===== src/io_pin_pkg.sv =====
// Constants for the I/O pin control and interrupt routing block.
// Assumes a 16-bit register port and a 100 MHz master clock.
package io_pin_pkg;

  // ****************************************************************
  // Register map
  // ****************************************************************
  localparam logic [3:0]  IO_PIN_CONTROL_ADDR = 4'h3;   // Register index
  localparam logic [15:0] IO_PIN_CONTROL_RST  = 16'h0000;
  localparam logic [15:0] IO_PIN_CONTROL_MASK = 16'h07ff; // Bits 15..11 read zero
  localparam logic [3:0]  MISC_CTRL_ADDR      = 4'h4;   // Standby enable and FIFO enable
  localparam logic [3:0]  PIN_STATUS_ADDR     = 4'h5;   // Read-only pin levels
  localparam logic [15:0] MISC_CTRL_MASK      = 16'h0003;

  // ****************************************************************
  // Field positions
  // ****************************************************************
  localparam int OUT_SELECT_LSB  = 0;   // aux_pinN_output_select at 0..3
  localparam int OUT_LEVEL_LSB   = 4;   // aux_pinN_out_level at 4..7
  localparam int INT_PIN_SEL_LSB = 8;   // Two-bit routing field
  localparam int SYNC_CLEAR_BIT  = 10;
  localparam int STBY_EN_BIT     = 0;   // In MISC_CTRL
  localparam int FIFO_EN_BIT     = 1;   // In MISC_CTRL
  localparam int NUM_AUX         = 4;

  // ****************************************************************
  // Encodings
  // ****************************************************************
  localparam logic [1:0] INT_TO_INT_PIN = 2'h0;
  localparam logic [1:0] INT_TO_CLK_PIN = 2'h1;
  localparam logic [1:0] INT_TO_AUX2    = 2'h2;
  localparam logic [1:0] INT_TO_DOUT    = 2'h3;
  localparam logic [1:0] MCLK_INT_OUT   = 2'h1;

endpackage : io_pin_pkg


===== src/sync_edge_if.sv =====
// Carrier between the top and the sync-pin edge detector.
// Assumes both ends share i_mclk.
`timescale 1ns/1ps
`default_nettype none
interface sync_edge_if;
  logic pin_n;      // Raw sync pin level
  logic fall_pulse; // One-cycle falling-edge event
  modport detector (input pin_n, output fall_pulse);
  modport user     (output pin_n, input fall_pulse);
endinterface : sync_edge_if
`default_nettype wire


===== src/sync_fall_detect.sv =====
// Synchroniser and falling-edge detector for the sync pin.
// Assumes the pin is asynchronous to i_mclk.
`timescale 1ns/1ps
`default_nettype none
module sync_fall_detect (
  input wire logic     i_mclk,
  input wire logic     i_rst_n,
  sync_edge_if.detector sif
);
  logic meta_r;
  logic sync_r;
  logic prev_r;

  // Two stages; pin idles high so reset to 1 avoids a false edge
  always_ff @(posedge i_mclk or negedge i_rst_n) begin
    if (!i_rst_n) begin
      meta_r <= 1'b1;
      sync_r <= 1'b1;
      prev_r <= 1'b1;
    end else begin
      meta_r <= sif.pin_n;
      sync_r <= meta_r;
      prev_r <= sync_r;
    end
  end

  // High to low transition marks the pulse
  assign sif.fall_pulse = prev_r & ~sync_r;
endmodule : sync_fall_detect
`default_nettype wire


===== src/io_pin_ctrl.sv =====
// I/O pin control and interrupt routing for a low-power converter.
// Assumes interrupt sources and clock outputs come from same-clock logic.
`timescale 1ns/1ps
`default_nettype none

// How it works
// - With sync clear enabled, a sync pulse empties the FIFO; otherwise none.
// - Routed event is data-ready with FIFO off, FIFO interrupt with FIFO on.
// - Routing 00 drives the event onto the interrupt pin.
// - Routing 01 drives the event onto the clock pin, over clock output.
// - Routing 10 drives the event onto aux pin 2, over its output select.
// - Routing 11 drives only data-ready onto the serial data output while i_dout_oe is low.
// - Each aux pin level follows its level bit when selected as output, unless standby or routing 10 takes that pin.
// - Output select 0 keeps the input function, 1 makes a general output.
// - Aux pins 1 to 4 are analog inputs 2 to 5, each bit acting on its pin.
// - Standby indicator enable makes aux pin 4 the standby output, top priority.
// - Interrupt routed to aux pin 2 takes top priority on that pin.
// - Clock select 01 presents the internal oscillator on the clock pin unless routing is 01.
module io_pin_ctrl import io_pin_pkg::*; (
  input  wire logic        i_mclk,
  input  wire logic        i_rst_n,
  // Register port
  input  wire logic [3:0]  i_addr,
  input  wire logic [15:0] i_wdata,
  input  wire logic        i_wr,
  input  wire logic        i_rd,
  output logic      [15:0] o_rdata,
  // Event sources from the converter core
  input  wire logic        i_data_ready,
  input  wire logic        i_fifo_irq,
  input  wire logic        i_standby_level,
  input  wire logic [1:0]  i_mclk_sel,
  input  wire logic        i_int_osc_clk,
  input  wire logic        i_dout_data,
  input  wire logic        i_dout_oe,
  // Pins
  input  wire logic        i_sync_n,
  output logic             o_fifo_clear,
  output logic             o_int_pin,
  output logic             o_clk_pin,
  output logic             o_clk_pin_oe,
  output logic             o_dout_pin,
  output logic             o_dout_pin_oe,
  input  wire logic [3:0]  i_aux_pin,
  output logic      [3:0]  o_aux_pin,
  output logic      [3:0]  o_aux_pin_oe,
  output logic      [3:0]  o_aux_input_enable
);

  // ****************************************************************
  // Registers
  // ****************************************************************
  logic [15:0] io_pin_control_r;
  logic [15:0] misc_ctrl_r;
  logic [15:0] rdata_r;
  logic [3:0]  aux_meta_r;
  logic [3:0]  aux_sync_r;

  logic [3:0]  aux_pin_output_select;
  logic [3:0]  aux_pin_out_level;
  logic [1:0]  int_pin_sel;
  logic        sync_fifo_clear_enable;
  logic        standby_indicator_enable;
  logic        fifo_enable;
  logic        routed_event;
  logic        sync_fall;

  sync_edge_if sif ();

  assign aux_pin_output_select    = io_pin_control_r[OUT_SELECT_LSB +: NUM_AUX];
  assign aux_pin_out_level        = io_pin_control_r[OUT_LEVEL_LSB +: NUM_AUX];
  assign int_pin_sel              = io_pin_control_r[INT_PIN_SEL_LSB +: 2];
  assign sync_fifo_clear_enable   = io_pin_control_r[SYNC_CLEAR_BIT];
  assign standby_indicator_enable = misc_ctrl_r[STBY_EN_BIT];
  assign fifo_enable              = misc_ctrl_r[FIFO_EN_BIT];

  // Control register write; reserved bits masked so they stay zero
  always_ff @(posedge i_mclk or negedge i_rst_n) begin
    if (!i_rst_n) begin
      io_pin_control_r <= IO_PIN_CONTROL_RST;
    end else if (i_wr && i_addr == IO_PIN_CONTROL_ADDR) begin
      io_pin_control_r <= i_wdata & IO_PIN_CONTROL_MASK;
    end
  end

  // Standby and FIFO enables held in a local register
  always_ff @(posedge i_mclk or negedge i_rst_n) begin
    if (!i_rst_n) begin
      misc_ctrl_r <= 16'h0000;
    end else if (i_wr && i_addr == MISC_CTRL_ADDR) begin
      misc_ctrl_r <= i_wdata & MISC_CTRL_MASK;
    end
  end

  // Aux pin inputs cross from the pads through two stages
  always_ff @(posedge i_mclk or negedge i_rst_n) begin
    if (!i_rst_n) begin
      aux_meta_r <= 4'h0;
      aux_sync_r <= 4'h0;
    end else begin
      aux_meta_r <= i_aux_pin;
      aux_sync_r <= aux_meta_r;
    end
  end

  // Read data one cycle after the strobe; unmapped reads give zero
  always_ff @(posedge i_mclk or negedge i_rst_n) begin
    if (!i_rst_n) begin
      rdata_r <= 16'h0000;
    end else if (i_rd) begin
      case (i_addr)
        IO_PIN_CONTROL_ADDR: rdata_r <= io_pin_control_r;
        MISC_CTRL_ADDR:      rdata_r <= misc_ctrl_r;
        PIN_STATUS_ADDR:     rdata_r <= {12'h000, aux_sync_r};
        default:             rdata_r <= 16'h0000;
      endcase
    end
  end
  assign o_rdata = rdata_r;

  // ****************************************************************
  // Sync pin and FIFO clear
  // ****************************************************************
  assign sif.pin_n = i_sync_n;
  assign sync_fall = sif.fall_pulse;

  sync_fall_detect u_sync (
    .i_mclk  (i_mclk),
    .i_rst_n (i_rst_n),
    .sif     (sif.detector)
  );

  // Registered so the clear pulse is glitch-free for the FIFO
  always_ff @(posedge i_mclk or negedge i_rst_n) begin
    if (!i_rst_n) begin
      o_fifo_clear <= 1'b0;
    end else begin
      o_fifo_clear <= sync_fall & sync_fifo_clear_enable;
    end
  end

  // ****************************************************************
  // Interrupt routing
  // ****************************************************************
  assign routed_event = fifo_enable ? i_fifo_irq : i_data_ready;

  // Interrupt and clock pins
  always_comb begin
    o_int_pin    = 1'b0;
    o_clk_pin    = 1'b0;
    o_clk_pin_oe = 1'b0;
    case (int_pin_sel)
      INT_TO_INT_PIN: o_int_pin = routed_event;
      INT_TO_CLK_PIN: begin
        o_clk_pin    = routed_event;
        o_clk_pin_oe = 1'b1;
      end
      default: o_int_pin = 1'b0;
    endcase
    // Oscillator out only when routing leaves the clock pin alone
    if (int_pin_sel != INT_TO_CLK_PIN && i_mclk_sel == MCLK_INT_OUT) begin
      o_clk_pin    = i_int_osc_clk;
      o_clk_pin_oe = 1'b1;
    end
  end

  // Serial data pin doubles as data-ready; FIFO event never goes here
  always_comb begin
    if (int_pin_sel == INT_TO_DOUT && !i_dout_oe) begin
      o_dout_pin    = i_data_ready;
      o_dout_pin_oe = 1'b1;
    end else begin
      o_dout_pin    = i_dout_data;
      o_dout_pin_oe = i_dout_oe;
    end
  end

  // ****************************************************************
  // Aux pins, index n is aux pin n+1 on analog input n+2
  // ****************************************************************
  genvar gi;
  generate
    for (gi = 0; gi < NUM_AUX; gi++) begin : g_aux
      always_comb begin
        if (gi == 3 && standby_indicator_enable) begin
          o_aux_pin[gi]    = i_standby_level;
          o_aux_pin_oe[gi] = 1'b1;
        end else if (gi == 1 && int_pin_sel == INT_TO_AUX2) begin
          o_aux_pin[gi]    = routed_event;
          o_aux_pin_oe[gi] = 1'b1;
        end else if (aux_pin_output_select[gi]) begin
          o_aux_pin[gi]    = aux_pin_out_level[gi];
          o_aux_pin_oe[gi] = 1'b1;
        end else begin
          o_aux_pin[gi]    = 1'b0;
          o_aux_pin_oe[gi] = 1'b0;
        end
        o_aux_input_enable[gi] = ~o_aux_pin_oe[gi];
      end
    end
  endgenerate

endmodule : io_pin_ctrl
`default_nettype wire


===== config.mk =====
export PLATFORM = sky130hd
export DESIGN_NAME = io_pin_ctrl
export DESIGN_NICKNAME = d
export VERILOG_FILES = /design/src/io_pin_pkg.sv /design/src/sync_edge_if.sv /design/src/sync_fall_detect.sv /design/src/io_pin_ctrl.sv
export SDC_FILE = /design/constraint.sdc
export NUM_CORES = 1
export LEC_CHECK = 0
export BUFFER_PORTS_ARGS = -buffer_cell sky130_fd_sc_hd__buf_4
export CAP_MARGIN = 10
export CORE_UTILIZATION = 50
export DETAILED_ROUTE_END_ITERATION = 6
export PLACE_DENSITY_LB_ADDON = 0.12
export REMOVE_ABC_BUFFERS = 1
export SYNTH_ARGS = -nofsm -noshare
export SYNTH_HDL_FRONTEND = slang
export SYNTH_SLANG_ARGS = --single-unit

===== constraint.sdc =====
create_clock -name i_mclk -period 2.3 [get_ports i_mclk]
set_input_delay 0.46 -clock i_mclk [delete_from_list [all_inputs] [get_ports i_mclk]]
set_output_delay 0.46 -clock i_mclk [all_outputs]
set_load 0.01 [all_outputs]

==> flow_summary.json <==
{
  "ys_seq_area_frac": 0.570,
  "gr-total-overflow": 0,
  "initial_core_util": 0.524,
  "avgSynthCellArea_um2": 13.2,
  "cts_buffers": 5,
  "rsz0062_at_grt": "false",
  "ir_drop_mv": 0.680,
  "synth_top_area_frac": 0.520,
  "power_density_nw_per_um2": 750,
  "routed_via_density": 5.02,
  "fin_cells": 227,
  "place.gp.congestion": 0.757,
  "io-pin-count": 71,
  "port_buffers": 60,
  "drv_cap": 0,
  "yosysWarnings": 0,
  "htree_levels": 2,
  "synth_top_cell_by_area": "dfrtp_1",
  "cts.path.max_buffers": 2,
  "dieArea_um2": 3400,
  "vias": 1140,
  "slew_viol_final": 0,
  "startpoint_type": "register",
  "cp.required_ns": 1.84,
  "ys_types": 34,
  "die_x_um": 58.4,
  "grt_pass1_vias": 1115,
  "rrSetupSlack_ns": 1.25,
  "synth_area_leaders": "dfrtp_1 (52%), mux2_4 (9.5%), dfstp_2 (5.0%)",
  "crit_fanout": 6,
  "hold_violations": 0,
  "ys_ff_latch": 36,
  "cp.arrival_ns": 1.50,
  "clock_skew_ns": 0.00960,
  "row_count": 20,
  "hold_path.class": "in2async",
  "clock_latency_ns": 0.34,
  "fin_crit_ns": 1.96,
  "critPathKind": "reg2out",
  "ant_nets": 0,
  "syn_area_um2": 1590,
  "syn_inst": 120,
  "drc": 0,
  "routed_wl_mm": 3.12,
  "drtIter0Drc": 22,
  "syn2layout_area_growth_pct": 33.5,
  "path_clk_slew_ns": 0.12,
  "cts_num_sinks": 36,
  "ctsResizeCount": 0,
  "dr.pass1.iters": 4,
  "setup_violations": 0,
  "power_leakage_nw": 1.11,
  "cts_tree": "yes",
  "post_drt_wl_per_cell_um": 13.7,
  "antenna_found_initial": 0,
  "tns_ns": 0,
  "nets": 219,
  "fmaxAchievable_mhz": 511,
  "core_um2": 3030,
  "grt_max_degree": 37,
  "diodes": 0,
  "outcome": "completed",
  "root_buffer": "clkbuf_4",
  "fin_crit_sh": 0.851,
  "grt_first_pass_wirelength_mm": 5.12,
  "cts_hold_buffers": 0,
  "post_cts_buffers": 0,
  "grtUsageTotal": 0.210,
  "n_fill_cell": 234,
  "critPathCaptureType": "output pin",
  "dp_cells": 219,
  "layout-drive-gt1-share": 0.525,
  "fp.dieH_um": 58.4,
  "dp_hpwl_mm": 2.31
}
-- stage by stage --
stage	instance area (um2)	power, mW	util	setup WS [ns]	hold slack, ns
6_report	2120	1.59	0.700	0.344	0.0439
5_1_grt	2120	1.68	0.700	0.231	0.0534
4_1_cts	2120	1.61	0.700	0.314	0.0479
3_5_place_dp	2040	1.17	0.674	0.535	0.338
3_3_place_gp	2040	1.15	0.674	0.554	0.334
2_1_floorplan	1530	0.958	-	0.830	0.164
-- per-layer routing --
layer,up-vias,routed length [um],global-route usage
met5,-,0,0
met4,0,53,0.102
met3,4,238,0.0615
met2,49,1550,0.351
met1,559,1280,0.248
li1,528,-,-
-- sequential cells by signal, summed over array words and instances, names as in the netlist --
signal / cells
o_rdata: 11
io_pin_control_r: 11
aux_sync_r: 4
u_sync.sync_r: 1
misc_ctrl_r: 2
u_sync.meta_r: 1
o_fifo_clear: 1
u_sync.prev_r: 1
aux_meta_r: 4
-- logic make-up after synthesis --
logic type      count (synthesis)  synth area share
compound gates                 22             0.105
buf+inv                        15            0.0575
flops                          36             0.570
mux                            15             0.129
other cells                     1           0.00236
simple gates                   31             0.136
-- placed cells by master (no fill, tap or decap), types with 2 or more instances in the layout --
cell	instances
and2_1	2
nand2_1	6
inv_1	5
o2bb2ai_1	2
buf_4	60
o21ai_0	5
and3b_2	5
dfstp_2	3
mux2_2	4
dfrtp_1	33
a22o_1	7
a22oi_1	4
nor2b_1	2
clkbuf_4	5
a21boi_0	2
mux2_4	10
nand2b_1	5
conb_1	5
-- path summary, 6_finish.rpt --
| check | from | endpoint | cells past startpoint |
|---|---|---|---|
| hold reg to reg | aux_meta_r[2] | aux_sync_r[2] | 0 |
| max in group asynchronous | i_rst_n | u_sync.prev_r | 1 |
| setup reg to reg | io_pin_control_r[0] | o_rdata[0] | 3 |
| hold / removal | i_rst_n | o_rdata[1] | 1 |
| setup / recovery | io_pin_control_r[9] | o_dout_pin | 4 |
| min in group i_mclk | i_sync_n | u_sync.meta_r | 1 |
-- cell type report --
cell class,count,area [um2],share of cell area
Multi-Input combinational cell,73,607,0.286
Timing Repair Buffer,60,450,0.213
Inverter,6,22.5,0.0106
Clock inverter,3,42.5,0.0201
Sequential cell,36,905,0.427
Tap cell,44,55.1,0.0260
Clock buffer,5,37.5,0.0177
-- cells in the mapped netlist (all sizes together) --
cell type	instances
a21boi	2
a21o	1
a22o	7
a22oi	4
and2	2
and2b	3
and3	1
and3b	6
buf	9
clkinv	1
conb	1
dfrtp	33
dfstp	3
inv	5
mux2	14
mux2i	1
nand2	6
nand2b	5
nand3	2
nor2	1
nor2b	2
nor3	1
nor4b	1
o211a	1
o21ai	5
o2bb2ai	2
or2	1
-- critical path: stages (launching register included) --
cell and delay (ns):
dfrtp_1 0.46, nand2_1 0.10, nor2_1 0.12, mux2_2 0.34
buf_4 0.14
-- where the power goes --
part / internal [mW] / switching, mW / total, mW
logic: 0.229 / 0.151 / 0.380
clock network: 0.227 / 0.212 / 0.439
registers: 0.704 / 0.0673 / 0.771
No activity file was read; power rests on OpenSTA's default activity.
